`src/afesc_pkg.sv`:
```
package afesc_pkg;

  localparam int ADDR_W = 6;
  localparam int DATA_W = 8;
  localparam int DIS_W  = 4;

  localparam logic [ADDR_W-1:0] ADDR_SETUP1    = 6'h01;
  localparam logic [ADDR_W-1:0] ADDR_SETUP2    = 6'h02;
  localparam logic [ADDR_W-1:0] ADDR_SETUP3    = 6'h03;
  localparam logic [ADDR_W-1:0] ADDR_SOFT_RST  = 6'h04;
  localparam logic [ADDR_W-1:0] ADDR_CYCLE_RST = 6'h05;

  localparam logic [DATA_W-1:0] SETUP1_RST  = 8'h03;
  localparam logic [DATA_W-1:0] SETUP2_RST  = 8'h20;
  localparam logic [DATA_W-1:0] SETUP3_RST  = 8'h1f;
  localparam logic [DATA_W-1:0] SETUP1_MASK = 8'h7f;
  localparam logic [DATA_W-1:0] SETUP2_MASK = 8'hef;
  localparam logic [DATA_W-1:0] SETUP3_MASK = 8'hff;
  localparam logic [DATA_W-1:0] RD_NONE     = 8'h00;

  localparam int S1_ENABLE   = 0;
  localparam int S1_DSAMPLE  = 1;
  localparam int S1_MONO     = 2;
  localparam int S1_SELECTIVE_POWERDOWN    = 3;
  localparam int S1_GOFS_LSB = 4;
  localparam int S1_MAXSPD   = 6;
  localparam int S2_FMT_LSB  = 0;
  localparam int S2_INVERT   = 2;
  localparam int S2_REFEXT   = 3;
  localparam int S2_RANGE    = 5;
  localparam int S2_LAT_LSB  = 6;
  localparam int S3_CODE_LSB = 0;
  localparam int S3_SHIFT_LSB = 4;
  localparam int S3_CHAN_LSB = 6;

  localparam logic [1:0] GOFS_POS   = 2'h2;
  localparam logic [1:0] GOFS_NEG   = 2'h3;
  localparam logic [1:0] SHIFT_ADV  = 2'h0;
  localparam logic [1:0] SHIFT_RET1 = 2'h2;
  localparam logic [1:0] SHIFT_RET2 = 2'h3;
  localparam logic [1:0] CHAN_RED   = 2'h0;

  localparam logic [1:0] ADC_DIV_NORMAL = 2'h2;
  localparam logic [1:0] ADC_DIV_FAST   = 2'h3;

  typedef enum logic [1:0] {CYC_RED, CYC_GREEN, CYC_BLUE} afesc_cycle_t;

  typedef struct packed {
    logic              wr;
    logic [ADDR_W-1:0] addr;
    logic [DATA_W-1:0] wdata;
  } afesc_host_t;

  typedef struct packed {
    logic             power_on;
    logic [DIS_W-1:0] blocks_off;
    logic             double_sample_select;
    logic             mono;
    logic [1:0]       chan;
    logic             gain_ofs_pos;
    logic             gain_ofs_neg;
    logic             max_speed_select;
    logic [1:0]       output_format_select;
    logic             output_invert;
    logic             ref_dac_drive;
    logic             ref_dac_range;
    logic [3:0]       ref_dac_code;
    logic [3:0]       latency_mclk;
    logic             reset_advance;
    logic [1:0]       reset_retard;
    logic             clamp_pin_en;
    afesc_cycle_t     cycle_colour;
  } afesc_ctrl_t;

endpackage

```
`src/afesc_sync.sv`:
```
`timescale 1ns/10ps
module afesc_sync #(
  parameter int W = 1
) (
  input  wire logic         clock,
  input  wire logic         rst_n,
  input  wire logic [W-1:0] d,
  output logic      [W-1:0] q
);
  import afesc_pkg::*;

  logic [W-1:0] meta_q;

  // Two stages; only the second stage feeds logic
  always_ff @(posedge clock or negedge rst_n) begin
    if (!rst_n) begin
      meta_q <= '0;
      q      <= '0;
    end else begin
      meta_q <= d;
      q      <= meta_q;
    end
  end

endmodule

```
`src/afesc_adc_div.sv`:
```
`timescale 1ns/10ps
module afesc_adc_div (
  input  wire logic clock,
  input  wire logic rst_n,
  input  wire logic fast,
  output logic      adc_en
);
  import afesc_pkg::*;

  logic [1:0] cnt_q;
  logic [1:0] cnt_d;
  logic       en_d;
  logic [1:0] div;

  always_comb begin
    div   = fast ? ADC_DIV_FAST : ADC_DIV_NORMAL;
    en_d  = (cnt_q == 2'h0);
    cnt_d = (cnt_q >= 2'(div - 2'h1)) ? 2'h0 : 2'(cnt_q + 2'h1);
  end

  always_ff @(posedge clock or negedge rst_n) begin
    if (!rst_n) begin
      cnt_q  <= 2'h0;
      adc_en <= 1'b0;
    end else begin
      cnt_q  <= cnt_d;
      adc_en <= en_d;
    end
  end
endmodule

```
`src/afesc_regs.sv`:
```
// Function
// - Enable bit gates global power unless selective
// - Bit 1 picks single-ended or double sampling
// - Bit 2 picks colour or monochrome
// - Selective powerdown lets per-block disables act
// - Gain offset codes: zero, zero, +full, -full
// - Max speed bit set only in fastest mode
// - Output format: 14, 8+6, 7+7, 4+4+4+2
// - Invert bit flips output data polarity
// - External ref bit powers DAC off, Hi-Z
// - Ref DAC range: supply or top reference
// - Latency code adds ADC periods to output
// - ADC period is two clocks, three fast
// - Four-bit ref DAC code, default all ones
// - Reset sample shift: advance, nominal, retard
// - Monochrome channel: red, green, blue, reserved
// - Any soft reset write resets setup registers and colour
// - Cycle reset write returns colour to red
// - Row mode forces mono and red channel
// - Auto-cycle in row mode: pin pulses advance colour, no clamp
`timescale 1ns/10ps
module afesc_regs (
  input  wire logic                    clock,
  input  wire logic                    arst_n,
  input  wire afesc_pkg::afesc_host_t  host_pins,
  input  wire logic                    row_sequential_mode,
  input  wire logic                    auto_cycle_enable,
  input  wire logic                    fast_line_mode,
  input  wire logic [afesc_pkg::DIS_W-1:0] block_disable_field,
  input  wire logic                    clamp_or_cycle_pin,
  output afesc_pkg::afesc_ctrl_t       ctrl,
  output logic [afesc_pkg::DATA_W-1:0] ctl_rdata,
  output logic                         soft_reset_pulse,
  output logic                         adc_clock_en
);
  import afesc_pkg::*;

  localparam int PIN_W = $bits(afesc_host_t) + DIS_W + 4;

  logic              rst_meta_q;
  logic              rst_n_q;
  logic [PIN_W-1:0]  pins_s;
  afesc_host_t       host_s;
  logic              row_s;
  logic              auto_s;
  logic              fast_s;
  logic [DIS_W-1:0]  disable_s;
  logic              cycle_pin_s;

  logic [DATA_W-1:0] setup_power_and_sampling_q;
  logic [DATA_W-1:0] setup_power_and_sampling_d;
  logic [DATA_W-1:0] setup_output_format_q;
  logic [DATA_W-1:0] setup_output_format_d;
  logic [DATA_W-1:0] setup_reference_and_channel_q;
  logic [DATA_W-1:0] setup_reference_and_channel_d;
  logic              wr_prev_q;
  logic              wr_prev_d;
  logic              pin_prev_q;
  logic              pin_prev_d;
  afesc_cycle_t      cyc_q;
  afesc_cycle_t      cyc_d;
  afesc_ctrl_t       ctrl_d;
  logic [DATA_W-1:0] rdata_d;
  logic              soft_d;

  logic              wr_evt;
  logic              soft_evt;
  logic              cyc_rst_evt;
  logic              auto_act;
  logic              pin_rise;

  function automatic logic [1:0] fld2(input logic [DATA_W-1:0] r, input int lsb);
    fld2 = r[lsb +: 2];
  endfunction

  function automatic logic [3:0] lat_mclk(input logic [1:0] code, input logic fast);
    logic [3:0] div;
    div      = fast ? {2'h0, ADC_DIV_FAST} : {2'h0, ADC_DIV_NORMAL};
    lat_mclk = 4'({2'h0, code} * div);
  endfunction

  // Release of the asynchronous reset is made synchronous here
  always_ff @(posedge clock or negedge arst_n) begin
    if (!arst_n) begin
      rst_meta_q <= 1'b0;
      rst_n_q    <= 1'b0;
    end else begin
      rst_meta_q <= 1'b1;
      rst_n_q    <= rst_meta_q;
    end
  end

  // Host port and mode pins are asynchronous to the master clock
  afesc_sync #(
    .W (PIN_W)
  ) u_sync (
    .clock (clock),
    .rst_n (rst_n_q),
    .d     ({host_pins, row_sequential_mode, auto_cycle_enable, fast_line_mode,
             block_disable_field, clamp_or_cycle_pin}),
    .q     (pins_s)
  );

  assign {host_s, row_s, auto_s, fast_s, disable_s, cycle_pin_s} = pins_s;

  afesc_adc_div u_div (
    .clock  (clock),
    .rst_n  (rst_n_q),
    .fast   (fast_s),
    .adc_en (adc_clock_en)
  );

  // Address and data must be stable while the strobe crosses over
  assign wr_evt      = host_s.wr & ~wr_prev_q;
  assign soft_evt    = wr_evt && (host_s.addr == ADDR_SOFT_RST);
  assign cyc_rst_evt = wr_evt && (host_s.addr == ADDR_CYCLE_RST);
  assign auto_act    = row_s & auto_s;
  assign pin_rise    = cycle_pin_s & ~pin_prev_q;

  always_comb begin
    setup_power_and_sampling_d    = setup_power_and_sampling_q;
    setup_output_format_d         = setup_output_format_q;
    setup_reference_and_channel_d = setup_reference_and_channel_q;
    wr_prev_d                     = host_s.wr;
    pin_prev_d                    = cycle_pin_s;
    if (soft_evt) begin
      setup_power_and_sampling_d    = SETUP1_RST;
      setup_output_format_d         = SETUP2_RST;
      setup_reference_and_channel_d = SETUP3_RST;
    end else if (wr_evt) begin
      case (host_s.addr)
        ADDR_SETUP1: begin
          setup_power_and_sampling_d = host_s.wdata & SETUP1_MASK;
        end
        ADDR_SETUP2: begin
          setup_output_format_d = host_s.wdata & SETUP2_MASK;
        end
        ADDR_SETUP3: begin
          setup_reference_and_channel_d = host_s.wdata & SETUP3_MASK;
        end
        default: begin
          setup_power_and_sampling_d = setup_power_and_sampling_q;
        end
      endcase
    end
  end

  always_ff @(posedge clock or negedge rst_n_q) begin
    if (!rst_n_q) begin
      setup_power_and_sampling_q    <= SETUP1_RST;
      setup_output_format_q         <= SETUP2_RST;
      setup_reference_and_channel_q <= SETUP3_RST;
      wr_prev_q                     <= 1'b0;
      pin_prev_q                    <= 1'b0;
    end else begin
      setup_power_and_sampling_q    <= setup_power_and_sampling_d;
      setup_output_format_q         <= setup_output_format_d;
      setup_reference_and_channel_q <= setup_reference_and_channel_d;
      wr_prev_q                     <= wr_prev_d;
      pin_prev_q                    <= pin_prev_d;
    end
  end

  // Colour auto-cycle; a reset in the same cycle as a pulse wins
  always_comb begin
    cyc_d = cyc_q;
    if (soft_evt || cyc_rst_evt) begin
      cyc_d = CYC_RED;
    end else if (auto_act && pin_rise) begin
      case (cyc_q)
        CYC_RED:   cyc_d = CYC_GREEN;
        CYC_GREEN: cyc_d = CYC_BLUE;
        default:   cyc_d = CYC_RED;
      endcase
    end
  end

  always_ff @(posedge clock or negedge rst_n_q) begin
    if (!rst_n_q) begin
      cyc_q <= CYC_RED;
    end else begin
      cyc_q <= cyc_d;
    end
  end

  always_comb begin
    logic [DATA_W-1:0] s1;
    logic [DATA_W-1:0] s2;
    logic [DATA_W-1:0] s3;
    logic [1:0]        shift;
    s1     = setup_power_and_sampling_q;
    s2     = setup_output_format_q;
    s3     = setup_reference_and_channel_q;
    shift  = fld2(s3, S3_SHIFT_LSB);
    ctrl_d = '0;
    ctrl_d.power_on   = s1[S1_SELECTIVE_POWERDOWN] | s1[S1_ENABLE];
    ctrl_d.blocks_off = s1[S1_SELECTIVE_POWERDOWN] ? disable_s : '0;
    ctrl_d.double_sample_select = s1[S1_DSAMPLE];
    ctrl_d.mono = s1[S1_MONO] | row_s;
    ctrl_d.chan = row_s ? CHAN_RED : fld2(s3, S3_CHAN_LSB);
    ctrl_d.gain_ofs_pos = (fld2(s1, S1_GOFS_LSB) == GOFS_POS);
    ctrl_d.gain_ofs_neg = (fld2(s1, S1_GOFS_LSB) == GOFS_NEG);
    ctrl_d.max_speed_select     = s1[S1_MAXSPD];
    ctrl_d.output_format_select = fld2(s2, S2_FMT_LSB);
    ctrl_d.output_invert        = s2[S2_INVERT];
    // Drive is also dropped under full power-down
    ctrl_d.ref_dac_drive = ~s2[S2_REFEXT] & ctrl_d.power_on;
    ctrl_d.ref_dac_range = s2[S2_RANGE];
    ctrl_d.ref_dac_code  = s3[S3_CODE_LSB +: 4];
    ctrl_d.latency_mclk  = lat_mclk(fld2(s2, S2_LAT_LSB), fast_s);
    ctrl_d.reset_advance = (shift == SHIFT_ADV);
    ctrl_d.reset_retard  = (shift == SHIFT_RET1) ? 2'h1 :
                           (shift == SHIFT_RET2) ? 2'h2 : 2'h0;
    ctrl_d.clamp_pin_en  = ~auto_act;
    ctrl_d.cycle_colour  = cyc_q;
    case (host_s.addr)
      ADDR_SETUP1: rdata_d = s1;
      ADDR_SETUP2: rdata_d = s2;
      ADDR_SETUP3: rdata_d = s3;
      default:     rdata_d = RD_NONE;
    endcase
    soft_d = soft_evt;
  end

  always_ff @(posedge clock or negedge rst_n_q) begin
    if (!rst_n_q) begin
      ctrl             <= '0;
      ctl_rdata        <= RD_NONE;
      soft_reset_pulse <= 1'b0;
    end else begin
      ctrl             <= ctrl_d;
      ctl_rdata        <= rdata_d;
      soft_reset_pulse <= soft_d;
    end
  end
endmodule

```
`config.mk`:
```
export PLATFORM = sky130hd
export DESIGN_NAME = afesc_regs
export DESIGN_NICKNAME = d
export VERILOG_FILES = /design/src/afesc_pkg.sv /design/src/afesc_sync.sv /design/src/afesc_adc_div.sv /design/src/afesc_regs.sv
export SDC_FILE = /design/constraint.sdc
export NUM_CORES = 1
export LEC_CHECK = 0
export ABC_AREA = 1
export BUFFER_PORTS_ARGS = -buffer_cell sky130_fd_sc_hd__buf_2
export CAP_MARGIN = 25
export CORE_UTILIZATION = 59
export CTS_CLUSTER_SIZE = 10
export DETAILED_ROUTE_END_ITERATION = 16
export HOLD_SLACK_MARGIN = 0.12
export PLACE_DENSITY = 0.83
export SLEW_MARGIN = 20
export SYNTH_ARGS = -nofsm -noshare
export SYNTH_HDL_FRONTEND = slang
export SYNTH_HIERARCHICAL = 1
export SYNTH_SLANG_ARGS = --single-unit
export TNS_END_PERCENT = 50
```
`constraint.sdc`:
```
create_clock -name clock -period 6.5 [get_ports clock]
set_input_delay 0.325 -clock clock [delete_from_list [all_inputs] [get_ports clock]]
set_output_delay 0.325 -clock clock [all_outputs]
set_load 0.01 [all_outputs]
```
# Word-level counts from Yosys, hierarchy flattened
# Cells that the tools add are included.
# word_totals
elab_cells	91
n_memories	0
register_bits	119
ramBits	0
input_bits	25
romBits	0
latch_bits	0
# op_classes
div_mod_pow	0
add_sub_neg	2
eq_ne	10
mul	1
n_bitwise	10
n_lt_le_gt_ge	1
n_shift	0
muxes	20
reduce_logical	15
# ops
operator	count
$mux W8	9
$pmux W8 S3	1
$eq A6 B2 Y1 const B	2
$eq A6 B3 Y1 const B	2
$mux W2	6
$reduce_bool A2 Y1	5
$eq A2 B2 Y1 const B	4
$eq A6 B1 Y1 const B	1
$logic_not A2 Y1	3
$reduce_and A2 Y1	3
$and A1 B1 Y1	4
$mul A2 B2 Y4	1
$mux W4	1
$not A1 Y1	4
$pmux W2 S2	1
$logic_and A1 B1 Y1	3
$add A2 B1 Y2 const B	1
$eq A2 B1 Y1 const B	1
$ge A2 B2 Y1	1
$mux W1	2
$or A1 B1 Y1	2
$sub A2 B1 Y2 const B	1
$logic_or A1 B1 Y1	1

# Depth between registers and ports, before layout
# Gate-level depths: netlist of run 1.
# logic_depth
ltp_word	5
ltp_mapped	8
depth_no_buf	7

# Hierarchy
# The synthesis of run 1 kept the hierarchy.
# modules_own_cells
mod	cells_each	seq_area_each_um2	instances	area_per_inst_um2
afesc_regs	258	1711.6	1	2566.2
afesc_sync	46	1151.1	1	1151.1
afesc_adc_div	13	50.0	1	122.6

# Worst setup path before layout of run 1
# No wires, ideal clock.
# synth_timing
path_kind	register to register
from	register u_sync.q[21]
to	register setup_output_format_q[6]
arrival_ns	1.083
synth_period_minus_slack_ns	1.201
path_stages_with_launch	7
t_required_ns	6.383
n_path_buf	1
slack_ns	5.299
path_cell_list	dfrtp_1 -> nor2_4 -> and2_1 -> nand2_2 -> buf_2 -> nand3_1 -> nand2_1
# synth_via
elab_chain_cells	4
elab_cells_between_ends	7
# synth_rtl
element	line_no	rtl
from (decl)	afesc_sync.sv:8	output logic [W-1:0] q
from (signal assigned)	afesc_sync.sv:21	q <= meta_q;
$eq A6 B3 Y1	afesc_regs.sv:115	assign soft_evt = wr_evt && (host_s.addr == ADDR_SOFT_RST);
$logic_and A1 B1 Y1	afesc_regs.sv:115	
$reduce_bool A2 Y1 (no line)	n/a	
$reduce_and A2 Y1 (no line)	n/a	
to (signal assigned)	afesc_regs.sv:157	setup_output_format_q <= setup_output_format_d;
to (decl)	afesc_regs.sv:52	logic [DATA_W-1:0] setup_output_format_q;
# Parallel ways exist; a longest one is shown, timed or not.
# A chain may end at the register's enable or synchronous reset.

# Final worst setup path of run 1
# layout_timing
from	register wr_prev_q
to	register setup_reference_and_channel_q[0]
# layout_via
elab_chain_cells	5
elab_cells_between_ends	7
# layout_rtl
element	line_no	rtl
from (decl)	afesc_regs.sv:56	logic wr_prev_q;
from (signal assigned)	afesc_regs.sv:159	wr_prev_q <= wr_prev_d;
$not A1 Y1 (*)	afesc_regs.sv:114	assign wr_evt = host_s.wr & ~wr_prev_q;
$and A1 B1 Y1 (*)	afesc_regs.sv:114	
$logic_and A1 B1 Y1	afesc_regs.sv:115	
$reduce_bool A2 Y1 (no line)	n/a	
$reduce_and A2 Y1 (no line)	n/a	
to (signal assigned)	afesc_regs.sv:158	setup_reference_and_channel_q <= setup_reference_and_channel_d;
to (decl)	afesc_regs.sv:54	logic [DATA_W-1:0] setup_reference_and_channel_q;
# Mark *: on every way between the ends. The rest lies on a longest branch, timed or not.

==> results of run 1 <==
layout make-up:
type	instances	area (sq um)	area share, %
inverters	35	131	2.61
repair buffers	91	601	11.9
well taps	77	96.3	1.91
multi-input cells	162	769	15.3
clock buffers	28	505	10.0
clock inverters	4	20.0	0.397
flip-flops and latches	116	2920	57.9
critical path, delay by kind of cell, from the launching register on:
kind / cells / cell delay, ns
buffers and inverters: 1 / 0.07
flip-flops: 1 / 0.37
AND/OR/NAND/NOR: 6 / 1.27
cell usage in the layout (no fill, tap or decap), types with 2 or more instances in the layout:
| cell | count |
|---|---|
| dfrtp_1 | 107 |
| clkbuf_16 | 16 |
| inv_1 | 35 |
| clkbuf_8 | 6 |
| dfstp_2 | 8 |
| dlygate4sd3_1 | 24 |
| ha_1 | 5 |
| buf_2 | 65 |
| nor2_2 | 2 |
| clkbuf_1 | 6 |
| nand2_1 | 82 |
| nand3_1 | 41 |
| nor2_1 | 16 |
| clkinv_2 | 4 |
| o211ai_1 | 4 |
sequential cells by signal, summed over array words and instances (netlist names):
register / count
ctrl: 31
u_sync/meta_q: 23
u_sync/q: 23
ctl_rdata: 8
setup_reference_and_channel_q: 8
setup_output_format_q: 7
setup_power_and_sampling_q: 7
cyc_q: 2
u_div/cnt_q: 2
pin_prev_q: 1
rst_meta_q: 1
rst_n_q: 1
soft_reset_pulse: 1
wr_prev_q: 1
cell families after synthesis:
group                    Yosys count  share of synthesized area [%]
AO/OA/AOI/OAI                      7                           1.27
AND/OR/NAND/NOR                  148                           16.8
flip-flops                       116                           75.9
XOR/XNOR                           1                          0.228
other                              1                         0.0977
buffers and inverters             39                           4.11
adder cells (fa/ha/maj)            5                           1.63
how the worst max path moves through the flow:
| stage | slack [ns] | cells after the start | to |
|---|---|---|---|
| finish | 4.73 | 7 | setup_reference_and_channel_q[0] |
| global route | 4.51 | 7 | setup_reference_and_channel_q[0] |
| CTS | 4.75 | 7 | setup_reference_and_channel_q[1] |
| detailed placement | 4.82 | 7 | setup_reference_and_channel_q[1] |
| global placement | 4.90 | 6 | setup_reference_and_channel_q[4] |
| floorplan | 3.04 | 0 | ctl_rdata[0] |
power breakdown:
group / total, W / internal (W) / switching, W / leakage [nW]
clock: 0.000802 / 0.000515 / 0.000287 / 0.263
sequential: 0.000819 / 0.000785 / 0.0000335 / 1.45
combinational: 0.000126 / 0.0000563 / 0.0000693 / 1.05
total: 0.00175 / 0.00136 / 0.000390 / 2.76
Yosys cell counts:
| cell type | number |
|---|---|
| a21oi_1 | 1 |
| a21oi_2 | 1 |
| and2_1 | 1 |
| buf_2 | 3 |
| buf_6 | 1 |
| conb_1 | 1 |
| dfrtp_1 | 108 |
| dfstp_2 | 8 |
| ha_1 | 5 |
| inv_1 | 35 |
| nand2_1 | 82 |
| nand2_2 | 1 |
| nand3_1 | 41 |
| nand3b_1 | 1 |
| nand4_2 | 1 |
| nor2_1 | 16 |
| nor2_2 | 2 |
| nor2_4 | 1 |
| nor3_2 | 1 |
| o211ai_1 | 4 |
| o21ai_0 | 1 |
| or2_2 | 1 |
| xor2_1 | 1 |
routing by layer:
layer / track usage (%) / vias to the layer above / part of all wire [%]
met4: 12.9 / 0 / 2.8
met3: 9.78 / 21 / 6.9
met5: 0 / - / 0
met1: 30.9 / 1238 / 40
met2: 38.4 / 106 / 51
li1: - / 1203 / -
stage by stage:
step / hold slack, ns / power (W) / cell area (sq um)
2_1_floorplan: 0.0294 / 0.000890 / 3840
3_3_place_gp: 0.111 / 0.000931 / 4250
3_5_place_dp: 0.111 / 0.000943 / 4270
4_1_cts: 0.120 / 0.00175 / 5040
5_1_grt: 0.133 / 0.00182 / 5040
6_report: 0.132 / 0.00175 / 5040
==> reports/summary.txt, run 1 <==
CP cell instances -> inv_1 -> nand2_1 -> nor2_1 -> nand2_2 -> nand2_1 -> nand2_1 -> nand2_1
CP endpoint kind -> register
Worst slack, placed -> 4.82 ns
CTS tree -> built
Worst VDD drop -> 0.268 mV
Synth unique cells -> 23
CP Data Arrival Time -> 2.21 ns
Pins Over Slew Limit -> 0
Setup ws final -> 4.73 ns
Final wirelength -> 7120 um
Minimum clock period -> 1.77 ns
Rows -> 29
Reg2reg path depth -> 7
# diodes -> 0
Nets -> 453
Synth Area per Inst -> 12.1 sq um
Post-cts gate resize count -> 0
Setup bufs post-CTS -> 0
Slowest CP cell -> nand2_2
GRT Overall Usage -> 25.0%
Clock-pin slew on the worst setup and hold paths -> 0.05 ns
DRT Pass-1 Iters -> 4
Setup crit start kind -> register
Vias in the first global route -> 2583
Register area share after synthesis -> 75.9%
Synthesis-stage register bit count -> 116
Area growth syn-to-layout -> 31.2%
Global-route wire length before repair -> 11900 um
CP peak stage delay -> 0.43 ns
Initial Util -> 60.8%
Grt ovf -> 0
Syn Nets -> 347
Die height -> 82.7 um
Crit. Startpoint -> wr_prev_q
Vias -> 2568
Crit Path Class -> register to register
Crit share post-route -> 27.2%
Final setup violation count -> 0
Yosys warnings -> 6
Clk sinks -> 116
Largest net degree at the start of global routing -> 54
Max Fclk -> 566 MHz
Mapped Area -> 3840 sq um
Setup TNS Final -> 0 ns
Max Cap Violations -> 0
Worst min path class -> input port to asynchronous set/reset pin
Clock Skew -> 0.00616 ns
Outcome -> complete, no violations
Slack of the worst reg-to-reg path -> 4.73 ns
Crit Path Max Fanout -> 43
Htree depth -> 4
Number of fill cells -> 391
FF-to-FF End -> setup_reference_and_channel_q[0]
Slew HR -> 53.5%
WP data required -> 6.94 ns
P per Cell Area -> 347 nW/um^2
Synth top area share -> 70.4%
Unrepaired setup endpoints after global routing -> false
Yosys top cell by area -> dfrtp_1
Initial antenna violation count -> 0
Routability cong. -> 0.823
Final routed DRC violation total -> 0
Synth area leaders -> dfrtp_1 (70%), nand2_1 (8.0%), dfstp_2 (5.5%)
CORE AREA -> 6310 sq um
Die span in x -> 82.7 um
Leak -> 2.76 nW
DP Wirelength -> 4270 um
Routed len/inst -> 13.9 um
Synth Instances -> 317
I/O Buffers -> 65
Most frequent cell on the critical path -> nand2_1
Cts-stage hold buffer count -> 24
Antenna Nets Post-Route -> 0
Share of cells above drive strength 1 -> 25.2%
Final Hold Fails -> 0
DR iter-0 viols -> 217
Worst-Skew Late Latency -> 0.50 ns
Io pins -> 66
Vias/cell -> 5.01
CTS Buffer Depth -> 2
Non-filler cells, final -> 513
Placed insts -> 457
TritonCTS buffer count -> 17
Die ar. -> 6840 sq um
Root Buffer -> clkbuf_8
Slew @ Worst Pin -> 0.695 ns
Reg2reg start -> wr_prev_q
Final core occ -> 79.8%
(Power assumes the default switching activity.)
==> inputs of run 2 (changes only) <==
- CORE_UTILIZATION: 59 -> 49
- PLACE_DENSITY: 0.83 -> 0.74
- clock period: 6.5 -> 1.5 ns (I/O delays scaled with it)
==> reports/summary.txt, run 2 (synthesized netlist as in run 1, its figures left out) <==
Placed inst area -> 4370 sq um
Clock-pin slew on the worst setup and hold paths -> 0.05 ns
Final Cell Area -> 5270 sq um
DP Wirelength -> 4340 um
Initial Util -> 51.8%
Commonest non-fill, non-tap cells in the layout -> dfrtp_1 (107), nand2_1 (81), buf_2 (65), nand3_1 (40), inv_1 (35)
CTS tree -> built
Nets -> 461
Pins Over Slew Limit -> 0
Worst hold slack -> 0.199 ns
Htree depth -> 4
Biggest register -> ctrl
Logic pwr share -> 6.8%
FF-to-FF End -> ctl_rdata[6]
Die ar. -> 8190 sq um
# diodes -> 0
Antenna Nets Post-Route -> 0
Worst-Skew Late Latency -> 0.51 ns
Die height -> 90.5 um
Worst Hold Launch -> host_pins[0]
Reg2reg path depth -> 5
Io pins -> 66
Setup crit start kind -> register
Worst min path class -> input port to register
Final setup violation count -> 0
DR iter-0 viols -> 170
Rows -> 31
NetSw -> 0.00173 W
CORE AREA -> 7410 sq um
Vias in the first global route -> 2517
Crit share post-route -> 97.0%
Max Fclk -> 687 MHz
Slack of the worst reg-to-reg path -> 0.05 ns
Switching Fraction -> 21.4%
Worst VDD drop -> 0.952 mV
Max Cap Violations -> 0
GRT Overall Usage -> 19.6%
Final wirelength -> 7020 um
TritonCTS buffer count -> 17
Worst hold endpoint -> u_sync/meta_q[8]
Die span in x -> 90.5 um
Area growth syn-to-layout -> 37.2%
Commonest non-fill, non-tap cell in the layout -> dfrtp_1
Setup ws final -> 0.0454 ns
Unrepaired setup endpoints after global routing -> true
Hold path cells -> 2
Crit Path Class -> register to register
Final Hold Fails -> 0
Largest net degree at the start of global routing -> 38
Global-route wire length before repair -> 11800 um
CTS Buffer Depth -> 2
Final routed DRC violation total -> 0
Regs by FF count -> ctrl: 31 flops, u_sync/meta_q: 23 flops, u_sync/q: 23 flops
Vias -> 2557
Grt ovf -> 0
Worst slack, placed -> 0.105 ns
I/O Buffers -> 65
P per Cell Area -> 1540 nW/um^2
CP endpoint kind -> register
Clock Skew -> 0.00703 ns
WP data required -> 1.89 ns
Seq pwr share -> 43.7%
DRT Pass-1 Iters -> 4
Total power -> 0.00810 W
Vias/cell -> 4.71
Leak -> 2.86 nW
Largest register FFs -> 31
Routability cong. -> 0.819
Share of cells above drive strength 1 -> 28.2%
Initial antenna violation count -> 0
Root Buffer -> clkbuf_8
Clk sinks -> 116
Minimum clock period -> 1.45 ns
Clock power share -> 49.4%
Internal power -> 0.00637 W
Outcome -> complete, no violations
Routed len/inst -> 12.9 um
Reg2reg start -> u_sync/q[21]
Crit Path Max Fanout -> 8
CP Data Arrival Time -> 1.84 ns
==> run 2: cell type report <==
class	instances	area, sq um
Sequential cell	116	2920
Fill cell	511	2140
Multi-Input combinational cell	162	806
Timing Repair Buffer	99	693
Clock buffer	21	439
Clock inverter	11	158
Inverter	35	131
Tap cell	99	124
==> run 2: critical path, cell delays in order, from the launching register on <==
cell	delay, ns
dfrtp_1	0.39
nor2_4	0.20
nand2_1	0.24
nor2_4	0.26
nand2_1	0.09
o211ai_1	0.15
==> run 2: per-stage QoR <==
step | TNS (ns) | std cells | utilization [%]
global route | -0.487 | 543 | 71.1
detailed placement | 0 | 484 | 59.0
CTS | 0 | 541 | 70.4
floorplan | 0 | 317 | -
global placement | 0 | 484 | 59.0
finish | 0 | 543 | 71.1
==> run 2: timing repair <==
action,CTS,global route
hold buffers,25,0
pin swaps,0,3
resized for setup,1,8
endpoints found under the hold margin,25,0
setup buffers,0,2
setup endpoints to repair,1,18
==> run 2: power by group through the flow <==
stage               Sequential [W]  Clock [W]  Combinational, W
finish                     0.00355    0.00400          0.000555
global route               0.00357    0.00425          0.000636
CTS                        0.00355    0.00409          0.000557
detailed placement         0.00359          0          0.000501
global placement           0.00359          0          0.000474
floorplan                  0.00364          0          0.000218
==> run 2: worst max path at each step <==
stage,from,cells after the start,to,slack [ns]
5_1_grt,u_sync/q[17],7,setup_power_and_sampling_q[1],-0.07
2_1_floorplan,rst_n_q,0,ctl_rdata[0],0.26
3_5_place_dp,wr_prev_q,7,setup_output_format_q[7],0.11
4_1_cts,u_sync/q[21],5,ctl_rdata[6],0.02
3_3_place_gp,u_sync/q[21],5,setup_power_and_sampling_q[2],0.16
6_report,u_sync/q[21],5,ctl_rdata[6],0.05
==> run 2: metal layers <==
metal / track usage, % / wire (um) / up-vias
met2: 31.0 / 3510 / 82
met4: 9.01 / 151 / 0
met3: 7.66 / 391 / 15
met1: 23.8 / 2960 / 1237
met5: 0 / 0 / -
li1: - / - / 1223
